==> src/acr_pkg.sv <==
package acr_pkg;

    // ************************************************************
    // Widths
    // ************************************************************
    localparam int ADDR_W = 3;
    localparam int DATA_W = 8;
    localparam int RES_W  = 12;
    localparam int CHAN_W = 5;

    // ************************************************************
    // Register offsets
    // ************************************************************
    localparam logic [ADDR_W-1:0] OFF_CTRL1 = 3'h0;
    localparam logic [ADDR_W-1:0] OFF_CTRL2 = 3'h1;
    localparam logic [ADDR_W-1:0] OFF_RESH  = 3'h2;
    localparam logic [ADDR_W-1:0] OFF_RESL  = 3'h3;
    localparam logic [ADDR_W-1:0] OFF_CVH   = 3'h4;
    localparam logic [ADDR_W-1:0] OFF_CVL   = 3'h5;
    localparam logic [ADDR_W-1:0] OFF_CFG   = 3'h6;

    // ************************************************************
    // Field positions
    // ************************************************************
    localparam int FLAG_BIT   = 7;
    localparam int IRQEN_BIT  = 6;
    localparam int CONT_BIT   = 5;
    localparam int CHAN_LSB   = 0;
    localparam int ACTIVE_BIT = 7;
    localparam int TRIG_BIT   = 6;
    localparam int CMPEN_BIT  = 5;
    localparam int CMPGE_BIT  = 4;
    localparam int MODE_LSB   = 2;

    // ************************************************************
    // Encodings and reset values
    // ************************************************************
    localparam logic [CHAN_W-1:0] CHAN_OFF   = 5'h1F;
    localparam logic [CHAN_W-1:0] CHAN_REFH  = 5'h1D;
    localparam logic [CHAN_W-1:0] CHAN_REFL  = 5'h1E;
    localparam logic [CHAN_W-1:0] CHAN_LASTP = 5'h1B;
    localparam logic [1:0]        MODE_8     = 2'h0;
    localparam logic [1:0]        MODE_12    = 2'h1;
    localparam logic [1:0]        MODE_10    = 2'h2;
    localparam logic [CHAN_W-1:0] CHAN_RST   = 5'h1F;
    localparam logic [1:0]        MODE_RST   = 2'h0;

    typedef enum logic {ACR_IDLE, ACR_BUSY} acr_state_t;

    // Reserved mode falls back to the 8-bit view
    function automatic logic [RES_W-1:0] acr_mask(
        input logic [RES_W-1:0] v,
        input logic [1:0]       m
    );
        case (m)
            MODE_12: return v;
            MODE_10: return {2'h0, v[9:0]};
            default: return {4'h0, v[7:0]};
        endcase
    endfunction : acr_mask

endpackage : acr_pkg

==> src/acr_trig_sync.sv <==
`timescale 1ns/1ps
module acr_trig_sync (
    input  wire logic mclk,
    input  wire logic rst,
    input  wire logic hwTriggerIn,
    output logic      trigEvent
);

    logic syncA_reg;
    logic syncB_reg;
    logic prev_reg;

    // ************************************************************
    // Two-stage synchroniser and rising-edge detect
    // ************************************************************
    always_ff @(posedge mclk or posedge rst) begin
        if (rst) begin
            syncA_reg <= 1'b0;
            syncB_reg <= 1'b0;
            prev_reg  <= 1'b0;
        end else begin
            syncA_reg <= hwTriggerIn;
            syncB_reg <= syncA_reg;
            prev_reg  <= syncB_reg;
        end
    end

    // Held-high trigger yields only one event
    assign trigEvent = syncB_reg & ~prev_reg;

endmodule : acr_trig_sync

==> src/acr_top.sv <==
`timescale 1ns/1ps
module acr_top
    import acr_pkg::*;
(
    input  wire logic              mclk,
    input  wire logic              rst,
    input  wire logic [ADDR_W-1:0] addr,
    input  wire logic [DATA_W-1:0] wrData,
    input  wire logic              wrStrobe,
    input  wire logic              rdStrobe,
    output logic      [DATA_W-1:0] rdData_reg,
    input  wire logic              hwTriggerIn,
    input  wire logic              convDoneIn,
    input  wire logic [RES_W-1:0]  convResultIn,
    output logic                   convStart_reg,
    output logic                   convAbort_reg,
    output logic                   busy_reg,
    output logic      [CHAN_W-1:0] convChannel_reg,
    output logic                   convPinSel_reg,
    output logic                   convRefHigh_reg,
    output logic                   convRefLow_reg,
    output logic                   irq_reg
);

    // ************************************************************
    // Declarations
    // ************************************************************
    acr_state_t        state_reg;
    acr_state_t        state_next;
    logic              irqEn_reg;
    logic              cont_reg;
    logic [CHAN_W-1:0] chan_reg;
    logic              trig_reg;
    logic              cmpEn_reg;
    logic              cmpGe_reg;
    logic [1:0]        mode_reg;
    logic [RES_W-1:0]  cmpVal_reg;
    logic              flag_reg;
    logic              lock_reg;
    logic [3:0]        resHigh_reg;
    logic [7:0]        resLow_reg;
    logic              wrCtrl1;
    logic              wrCtrl2;
    logic              rdHigh;
    logic              rdLow;
    logic              trigEvent;
    logic              busy;
    logic [RES_W-1:0]  rawRes;
    logic [RES_W-1:0]  cmpVal;
    logic [RES_W-1:0]  diffRes;
    logic [RES_W-1:0]  storeVal;
    logic              cmpTrue;
    logic              convEnd;
    logic              hit;
    logic              transfer;
    logic              lockedMode;
    logic              swStart;
    logic              hwStart;
    logic              contStart;
    logic              startNow;
    logic [CHAN_W-1:0] chanSel;
    logic [DATA_W-1:0] rdMux;

    // ************************************************************
    // Bus decode
    // ************************************************************
    assign wrCtrl1 = wrStrobe && (addr == OFF_CTRL1);
    assign wrCtrl2 = wrStrobe && (addr == OFF_CTRL2);
    assign rdHigh  = rdStrobe && (addr == OFF_RESH);
    assign rdLow   = rdStrobe && (addr == OFF_RESL);
    assign busy    = (state_reg == ACR_BUSY);

    acr_trig_sync u_acr_trig_sync (
        .mclk        (mclk),
        .rst         (rst),
        .hwTriggerIn (hwTriggerIn),
        .trigEvent   (trigEvent)
    );

    // ************************************************************
    // Software-written configuration
    // ************************************************************
    always_ff @(posedge mclk or posedge rst) begin
        if (rst) begin
            irqEn_reg <= 1'b0;
            cont_reg  <= 1'b0;
            chan_reg  <= CHAN_RST;
        end else if (wrCtrl1) begin
            irqEn_reg <= wrData[IRQEN_BIT];
            cont_reg  <= wrData[CONT_BIT];
            chan_reg  <= wrData[CHAN_LSB +: CHAN_W];
        end
    end

    always_ff @(posedge mclk or posedge rst) begin
        if (rst) begin
            trig_reg  <= 1'b0;
            cmpEn_reg <= 1'b0;
            cmpGe_reg <= 1'b0;
        end else if (wrCtrl2) begin
            trig_reg  <= wrData[TRIG_BIT];
            cmpEn_reg <= wrData[CMPEN_BIT];
            cmpGe_reg <= wrData[CMPGE_BIT];
        end
    end

    always_ff @(posedge mclk or posedge rst) begin
        if (rst) begin
            cmpVal_reg <= '0;
            mode_reg   <= MODE_RST;
        end else if (wrStrobe) begin
            if (addr == OFF_CVH) begin
                cmpVal_reg[11:8] <= wrData[3:0];
            end
            if (addr == OFF_CVL) begin
                cmpVal_reg[7:0] <= wrData;
            end
            if (addr == OFF_CFG) begin
                mode_reg <= wrData[MODE_LSB +: 2];
            end
        end
    end

    // ************************************************************
    // Result formatting and compare
    // ************************************************************
    assign rawRes  = acr_mask(convResultIn, mode_reg);
    assign cmpVal  = acr_mask(cmpVal_reg, mode_reg);
    assign cmpTrue = cmpGe_reg ? (rawRes >= cmpVal)
                               : (rawRes < cmpVal);
    // Abort by a control-one write wins over a coincident completion
    assign convEnd = busy && convDoneIn && !wrCtrl1;
    assign hit     = convEnd && (!cmpEn_reg || cmpTrue);
    assign diffRes = rawRes + (~cmpVal) + 12'h001;
    assign storeVal = cmpEn_reg ? acr_mask(diffRes, mode_reg)
                                : rawRes;
    assign lockedMode = (mode_reg == MODE_12) || (mode_reg == MODE_10);
    assign transfer   = hit && !lock_reg;

    // ************************************************************
    // Start sources and sequencing
    // ************************************************************
    assign swStart = wrCtrl1 && !trig_reg
                     && (wrData[CHAN_LSB +: CHAN_W] != CHAN_OFF);
    assign hwStart = trigEvent && trig_reg && !busy && !wrCtrl1
                     && (chan_reg != CHAN_OFF);
    assign contStart = convEnd && cont_reg
                       && (chan_reg != CHAN_OFF);
    assign startNow  = swStart || hwStart || contStart;
    assign chanSel   = wrCtrl1 ? wrData[CHAN_LSB +: CHAN_W] : chan_reg;

    always_comb begin
        state_next = state_reg;
        case (state_reg)
            ACR_IDLE: begin
                if (startNow) begin
                    state_next = ACR_BUSY;
                end
            end
            ACR_BUSY: begin
                if (startNow) begin
                    state_next = ACR_BUSY;
                end else if (wrCtrl1 || convEnd) begin
                    state_next = ACR_IDLE;
                end
            end
            default: state_next = ACR_IDLE;
        endcase
    end

    always_ff @(posedge mclk or posedge rst) begin
        if (rst) begin
            state_reg <= ACR_IDLE;
            busy_reg  <= 1'b0;
        end else begin
            state_reg <= state_next;
            busy_reg  <= (state_next == ACR_BUSY);
        end
    end

    always_ff @(posedge mclk or posedge rst) begin
        if (rst) begin
            convStart_reg <= 1'b0;
            convAbort_reg <= 1'b0;
        end else begin
            convStart_reg <= startNow;
            convAbort_reg <= wrCtrl1 && busy;
        end
    end

    // Channel routing latched at start, steady for the conversion
    always_ff @(posedge mclk or posedge rst) begin
        if (rst) begin
            convChannel_reg <= CHAN_RST;
            convPinSel_reg  <= 1'b0;
            convRefHigh_reg <= 1'b0;
            convRefLow_reg  <= 1'b0;
        end else if (startNow) begin
            convChannel_reg <= chanSel;
            convPinSel_reg  <= (chanSel <= CHAN_LASTP);
            convRefHigh_reg <= (chanSel == CHAN_REFH);
            convRefLow_reg  <= (chanSel == CHAN_REFL);
        end
    end

    // ************************************************************
    // Done flag, interlock, results
    // ************************************************************
    // Set wins over a same-cycle clear
    always_ff @(posedge mclk or posedge rst) begin
        if (rst) begin
            flag_reg <= 1'b0;
        end else if (hit) begin
            flag_reg <= 1'b1;
        end else if (wrCtrl1 || rdLow) begin
            flag_reg <= 1'b0;
        end
    end

    always_ff @(posedge mclk or posedge rst) begin
        if (rst) begin
            lock_reg <= 1'b0;
        end else if (rdLow || !lockedMode) begin
            lock_reg <= 1'b0;
        end else if (rdHigh) begin
            lock_reg <= 1'b1;
        end
    end

    always_ff @(posedge mclk or posedge rst) begin
        if (rst) begin
            resHigh_reg <= 4'h0;
            resLow_reg  <= 8'h00;
        end else if (transfer) begin
            resHigh_reg <= storeVal[11:8];
            resLow_reg  <= storeVal[7:0];
        end
    end

    always_ff @(posedge mclk or posedge rst) begin
        if (rst) begin
            irq_reg <= 1'b0;
        end else begin
            irq_reg <= flag_reg && irqEn_reg;
        end
    end

    // ************************************************************
    // Read path
    // ************************************************************
    always_comb begin
        rdMux = 8'h00;
        case (addr)
            OFF_CTRL1: rdMux = {flag_reg, irqEn_reg, cont_reg, chan_reg};
            OFF_CTRL2: rdMux = {busy, trig_reg, cmpEn_reg, cmpGe_reg,
                                4'h0};
            OFF_RESH:  rdMux = {4'h0, resHigh_reg};
            OFF_RESL:  rdMux = resLow_reg;
            OFF_CVH:   rdMux = {4'h0, cmpVal_reg[11:8]};
            OFF_CVL:   rdMux = cmpVal_reg[7:0];
            OFF_CFG:   rdMux = {4'h0, mode_reg, 2'h0};
            default:   rdMux = 8'h00;
        endcase
    end

    always_ff @(posedge mclk or posedge rst) begin
        if (rst) begin
            rdData_reg <= 8'h00;
        end else begin
            rdData_reg <= rdStrobe ? rdMux : 8'h00;
        end
    end
endmodule : acr_top

==> config.mk <==
export PLATFORM = sky130hd
export DESIGN_NAME = acr_top
export DESIGN_NICKNAME = d
export VERILOG_FILES = /design/src/acr_pkg.sv /design/src/acr_trig_sync.sv /design/src/acr_top.sv
export SDC_FILE = /design/constraint.sdc
export NUM_CORES = 1
export LEC_CHECK = 0
export ABC_AREA = 1
export ABC_CLOCK_PERIOD_IN_PS = 4500
export BUFFER_PORTS_ARGS = -buffer_cell sky130_fd_sc_hd__buf_4
export CAP_MARGIN = 10
export CORE_UTILIZATION = 61
export CTS_CLUSTER_DIAMETER = 40
export DETAILED_ROUTE_END_ITERATION = 12
export GPL_TIMING_DRIVEN = 0
export PLACE_DENSITY = 0.92
export SYNTH_ARGS = -nofsm -noshare
export SYNTH_HDL_FRONTEND = slang
export SYNTH_SLANG_ARGS = --single-unit
==> constraint.sdc <==
create_clock -name mclk -period 4.5 [get_ports mclk]
set_clock_uncertainty 0.15 [all_clocks]
set_input_delay 0.45 -clock mclk [delete_from_list [all_inputs] [get_ports mclk]]
set_output_delay 0.45 -clock mclk [all_outputs]
set_load 0.01 [all_outputs]
# Yosys cells after proc, flatten, opt, wreduce, memory -nomap -nowiden
# Index checks and enable logic that the tools add are counted.
# op_classes
n_bitwise,4
add_sub_neg,2
n_reduce_logical,37
order_cmp,3
eq_ne,12
muxes,16
# ops
cell,n
one-hot mux 12 bit (2 select lines),3
one-hot mux 8 bit (7 select lines),1
logical AND 1 bit,18
"adder 12 x 1 -> 12 bit, second input constant",1
adder 12 bit,1
>= comparator 12 bit,1
less-than comparator 12 bit,1
2-to-1 mux 12 bit,1
NOT 12 bit,1
"equality test 5 bit, second input constant",2
"inequality test 5 bit, second input constant",2
"equality test 3 bit, second input constant",3
2-to-1 mux 1 bit,8
2-to-1 mux 8 bit,1
logical OR 1 bit,7
"equality test 3 x 2 -> 1 bit, second input constant",2
zero test 1 bit,6
AND reduction 2 bit,3
"less-or-equal comparator 5 bit, second input constant",1
2-to-1 mux 5 bit,1
nonzero test 2 bit,2
"equality test 3 x 1 -> 1 bit, second input constant",1
zero test 3 bit,1
"equality test 2 x 1 -> 1 bit, second input constant",1
4 further kinds,5
# word_totals
elab_cells,99
reg_bits,61
input_bits,29
out_inout_bits,20

# Longest topological paths before layout
# logic_depth
ltp_word,10
depth_mapped,20
depth_no_buf,19

# Hierarchy
# A second synthesis with hierarchy kept.
# hier_totals
cells_unflattened,490
hier_area_um2,3651.0
# by_module_without_submodules
mod,seq_area_each_um2,cells_each,area_each_um2,instances
acr_top,1463.9,484,3562.2,1
acr_trig_sync,75.1,6,88.8,1

# Worst setup path after synthesis
# No wires, ideal clock.
# synth_timing
kind,register to register
startpoint,register mode_reg[0]
endpoint,register flag_reg
period_less_slack_ns,2.610
required_time_ns,4.226
setup_ns,0.124
t_arrival_ns,2.336
path_buffers,1
stages_incl_launch_ff,16
setup_slack_ns,1.890
cell_sequence,dfrtp_1 -> ha_1 -> o21ai_0 -> nor2_1 -> ha_1 -> nand2_2 -> inv_2 -> nand2_2 -> inv_1 -> nand2_2 -> nand3_2 -> o21ai_1 -> nand2_4 -> buf_4 -> nand2_1 -> o31ai_1
# synth_via
elab_chain_cells,7
elab_cells_between_ends,11
cone_classes,2 x order compare; 2 x eq/ne; 4 x mux; 3 x reduce/logical
# synth_lines
element,line,rtl
"start, declared",acr_top.sv:36,logic [1:0] mode_reg;
"start signal, assigned",acr_top.sv:119,mode_reg <= wrData[MODE_LSB +: 2];
equality test 2 bit or equality test 2 x 1 -> 1 bit (tied branches),acr_pkg.sv:55,case (m)
one-hot mux 12 bit (2 select lines),acr_pkg.sv:55,
less-than comparator 12 bit or >= comparator 12 bit (tied branches),"acr_top.sv:130, acr_top.sv:129",
2-to-1 mux 1 bit (*),acr_top.sv:129,assign cmpTrue = cmpGe_reg ? (rawRes >= cmpVal)
logical OR 1 bit (*),acr_top.sv:133,assign hit = convEnd && (!cmpEn_reg || cmpTrue);
logical AND 1 bit (*),acr_top.sv:133,
2-to-1 mux 1 bit or nonzero test 2 bit (tied branches),--,
"end signal, assigned",acr_top.sv:212,flag_reg <= 1'b0;
"end signal, assigned",acr_top.sv:214,flag_reg <= 1'b1;
"end signal, assigned",acr_top.sv:216,flag_reg <= 1'b0;
"end, declared",acr_top.sv:38,logic flag_reg;
# Every way passes the cells marked *; elsewhere a longest branch is shown, timed or not.
# A chain may end at the register's enable or synchronous reset.

# Worst setup path after layout
# layout_timing
startpoint,register mode_reg[1]
endpoint,register resLow_reg[0]
# layout_via
elab_chain_cells,7
elab_cells_between_ends,10
cone_classes,2 x order compare; 2 x eq/ne; 3 x mux; 3 x reduce/logical
# layout_lines
element,line,rtl
equality test 2 bit or equality test 2 x 1 -> 1 bit (tied branches),acr_pkg.sv:55,
one-hot mux 12 bit (2 select lines),acr_pkg.sv:55,
less-than comparator 12 bit or >= comparator 12 bit (tied branches),"acr_top.sv:130, acr_top.sv:129",
2-to-1 mux 1 bit (*),acr_top.sv:129,
logical OR 1 bit (*),acr_top.sv:133,
logical AND 1 bit (*),acr_top.sv:133,
logical AND 1 bit (*),acr_top.sv:138,assign transfer = hit && !lock_reg;
"end signal, assigned",acr_top.sv:236,resLow_reg <= storeVal[7:0];
"end, declared",acr_top.sv:41,logic [7:0] resLow_reg;
# Marked as above.

==> summary.txt <==
Clock network
  • Max Buffers Root-to-Sink: 2
  • CTS tree: done
  • Resized Gates After CTS: 0
  • Worst skew pair latency: 0.35 ns
  • Root Driver: clkbuf_8
  • H-tree levels: 3
  • Sink Count: 61
  • CTS clk-pin slew, worst paths: 0.07 ns
  • Inserted Clock Buffers: 9

Floorplanning
  • I/O pins: 49
  • Num rows: 27
  • Starting density of the core: 64.87%
  • Vert. Die Dim: 79.46 µm
  • Die ar.: 6313 µm²
  • Core area: 5642 µm²
  • Die width: 79.46 µm

Logic synthesis
  • Post-synthesis xor/xnor area fraction: 0.4786%
  • Syn Nets: 528
  • Mux contribution to synthesized area: 0%
  • Commonest cells post-synth: 141 x nand2_1, 63 x inv_1, 51 x dfrtp_1
  • Predominant post-synthesis flop cell: dfrtp_1
  • Top-count cell post-synth: nand2_1
  • Post-synthesis register bit count: 61
  • Post-Syn Area: 3660 µm²
  • Simple-gate share of the synthesized area: 31.73%
  • Synth Warn #: 0
  • Synth top area share: 34.87%
  • Synthesized area per cell: 7.561 µm²
  • Synth unique cells: 36
  • Post-synth EDFFs: 0
  • Cell accounting for the most synthesized area: dfrtp_1
  • Cells after synthesis: 484
  • Synth Area in Compound Gates: 10.53%
  • Main combinational cell family by area after synthesis: simple AND/OR/NAND/NOR gates
  • FFs w/ async S/R, synth: 100.0%
  • Post-Synth Adder-Cell Area: 5.333%
  • Seq/Total Area, Yosys: 42.05%
  • Synth top area cells: dfrtp_1 35%, nand2_1 14%, dfstp_2 7.2%, inv_1 6.5%, ha_1 4.8%

Timing
  • Final Setup Violations: 0
  • Max-slew violation count: 0
  • Setup Total Neg Slack: 0 ns
  • Fin crit share: 68.51%
  • Least-Margin Pin Slew: 0.5052 ns
  • Minimum clock period: 3.083 ns
  • Slew headroom: 65.96%
  • Final hold viol count: 0
  • RSZ-0062 raised after global routing: false
  • Highest Clock Rate: 324.4 MHz

Final layout
  • Area Overhead vs Synth: 18.19%
  • Fin nets: 587
  • Ant. Diodes: 0
  • Share of cells above drive strength 1: 22.08%
  • Post-route cell area: 4325 µm²
  • Number of flip-flops in the largest register: 12
  • Util after Layout: 76.67%

Pwr
  • Leak pwr: 0.002284 µW
  • Pwr Density: 464.0 nW/µm²
  • VDD IR-drop max: 0.3876 mV

Detailed routing
  • Via count: 3,551
  • WL met3: 726 µm
  • Initial drt markers: 365
  • Drt wl/cell: 15.97 µm
  • Vias per std cell: 5.727
  • Top Metal Used: met4
  • WL met2: 4.663 mm
  • DRC Markers: 0
  • Met1 WL: 4.079 mm
  • TritonRoute pass-1 iters: 6
  • Final wirelength: 9.903 mm
  • Final antenna-violating net count: 0

Critical path
  • Setup crit start kind: register
  • Critical Path RT: 4.59 ns
  • Reg2reg path depth: 14
  • Cells along the critical path: inv_1 > ha_1 > o21ai_0 > nor2_1 > ha_1 > nand2_1 > nand2_1 > a21oi_1 > nand3_2 > o21ai_1 > nand2_4 > buf_4 > nand4_1 > nand2_1
  • Arrival time of the worst setup path: 3.17 ns
  • CP Capture Type: register
  • R2r setup slk: 1.42 ns
  • Critical path's slowest cell: o21ai_0
  • Family with the most delay on the worst path: compound AO/OA/AOI/OAI gates
  • Worst Path Max Fanout: 10
  • R2R Path Start: mode_reg[1]
  • CP most frequent cell: nand2_1
  • RR Endpoint: resLow_reg[0]
  • CP max stage delay: 0.46 ns
  • Worst Path Buf+Inv: 2
  • CP Class: reg2reg

GRT
  • Total Routing Usage GR: 34.74%
  • Initial antenna violation count: 0
  • Total gr overflow: 0
  • Number of global-route vias before repair: 3,443
  • First-pass GRT wire length: 16.28 mm
  • Largest net degree at the start of global routing: 46

Worst hold path
  • Worst hold-check path type: in2reg
  • Hold EP: u_acr_trig_sync.syncA_reg
  • Hold depth: 1
  • Hold_sp: hwTriggerIn

Placed design
  • DP Area: 4115 µm²
  • Port-buffer cells: 46
  • Routability cong.: 1.038
  • Post-DP HPWL: 7.546 mm

Status
  • Outcome: finished, final reports clean

Flow run
  • Max Cap Viol: 0
-- timing repair --
item                                    CTS  global route
setup buffers                             0             0
endpoints found under the hold margin    16             0
hold buffers                              1             0
endpoints found under the setup margin    0             0
-- cells by family (layout without fill, tap and decap cells) --
| logic type | count (synthesis) | count (layout) |
|---|---|---|
| AOI/OAI and AO/OA | 66 | 66 |
| adders and majority gates | 15 | 15 |
| buffers and inverters | 87 | 151 |
| DFF | 61 | 61 |
| and+or+nand+nor | 253 | 253 |
| xor gates and xnor gates | 2 | 2 |
-- placed cells by master, fill, tap and decap left out, types with 3 or more instances in the layout --
| cell | instances |
|---|---|
| nand2_1 | 141 |
| clkbuf_8 | 10 |
| nor2_2 | 3 |
| a31oi_1 | 7 |
| nand3_1 | 31 |
| ha_1 | 14 |
| buf_4 | 49 |
| buf_2 | 6 |
| inv_1 | 62 |
| inv_2 | 10 |
| o21ai_0 | 21 |
| nand2_2 | 18 |
| nand3_2 | 3 |
| o22ai_1 | 5 |
| a21oi_1 | 7 |
| nand4_1 | 19 |
| a221oi_1 | 3 |
| clkbuf_1 | 4 |
| dfrtp_1 | 51 |
| dfstp_2 | 10 |
| o21ai_1 | 15 |
| nor2_1 | 31 |
-- worst max-delay path by stage --
stage	from	endpoint	slack, ns	cells after the start
final	mode_reg[1]	resLow_reg[0]	1.42	14
after global routing	mode_reg[1]	resHigh_reg[2]	1.21	14
after floorplan	mode_reg[0]	flag_reg	1.89	15
after CTS	mode_reg[1]	resLow_reg[0]	1.45	14
after global placement	mode_reg[1]	flag_reg	1.57	14
after detailed placement	mode_reg[1]	resLow_reg[0]	1.46	14
-- worst register-to-register path: cells and delay by family, from the launching register on --
kind                     cells  cell delay (ns)
AO/OA/AOI/OAI                3             0.85
adder cells (fa/ha/maj)      2             0.67
buffers and inverters        2             0.26
flip-flops                   1             0.38
AND/OR/NAND/NOR              7             0.66
-- per-layer routing --
metal	vias to the layer above	GRT usage [%]
met5	-	0
met4	0	18.18
met3	39	7.771
met2	176	53.68
met1	1648	45.61
li1	1688	-
-- layout make-up --
cell class	count	area, µm²
Fill cell	410	1316
Timing Repair Buffer	48	375.4
Clock buffer	11	141.4
Tap cell	72	90.09
Sequential cell	61	1539
Buffer	13	83.83
Clock inverter	5	58.81
Multi-Input combinational cell	336	1759
Inverter	74	277.8
-- through the flow --
| step | power (µW) | instances | setup slack (ns) | hold WS, ns |
|---|---|---|---|---|
| after floorplan | 1262 | 484 | 1.890 | 0.1812 |
| after global placement | 1466 | 602 | 1.569 | 0.1934 |
| after detailed placement | 1496 | 603 | 1.458 | 0.1870 |
| after CTS | 1999 | 620 | 1.451 | 0.05035 |
| after global routing | 2124 | 620 | 1.211 | 0.04057 |
| final | 2007 | 620 | 1.417 | 0.05356 |
-- report_power, final --
part | total [µW] | switching, µW | internal, µW
Clock | 496 | 224 | 272
Combinational | 704 | 432 | 271
Sequential | 807 | 110 | 697
No activity file was read; power rests on OpenSTA's default activity.
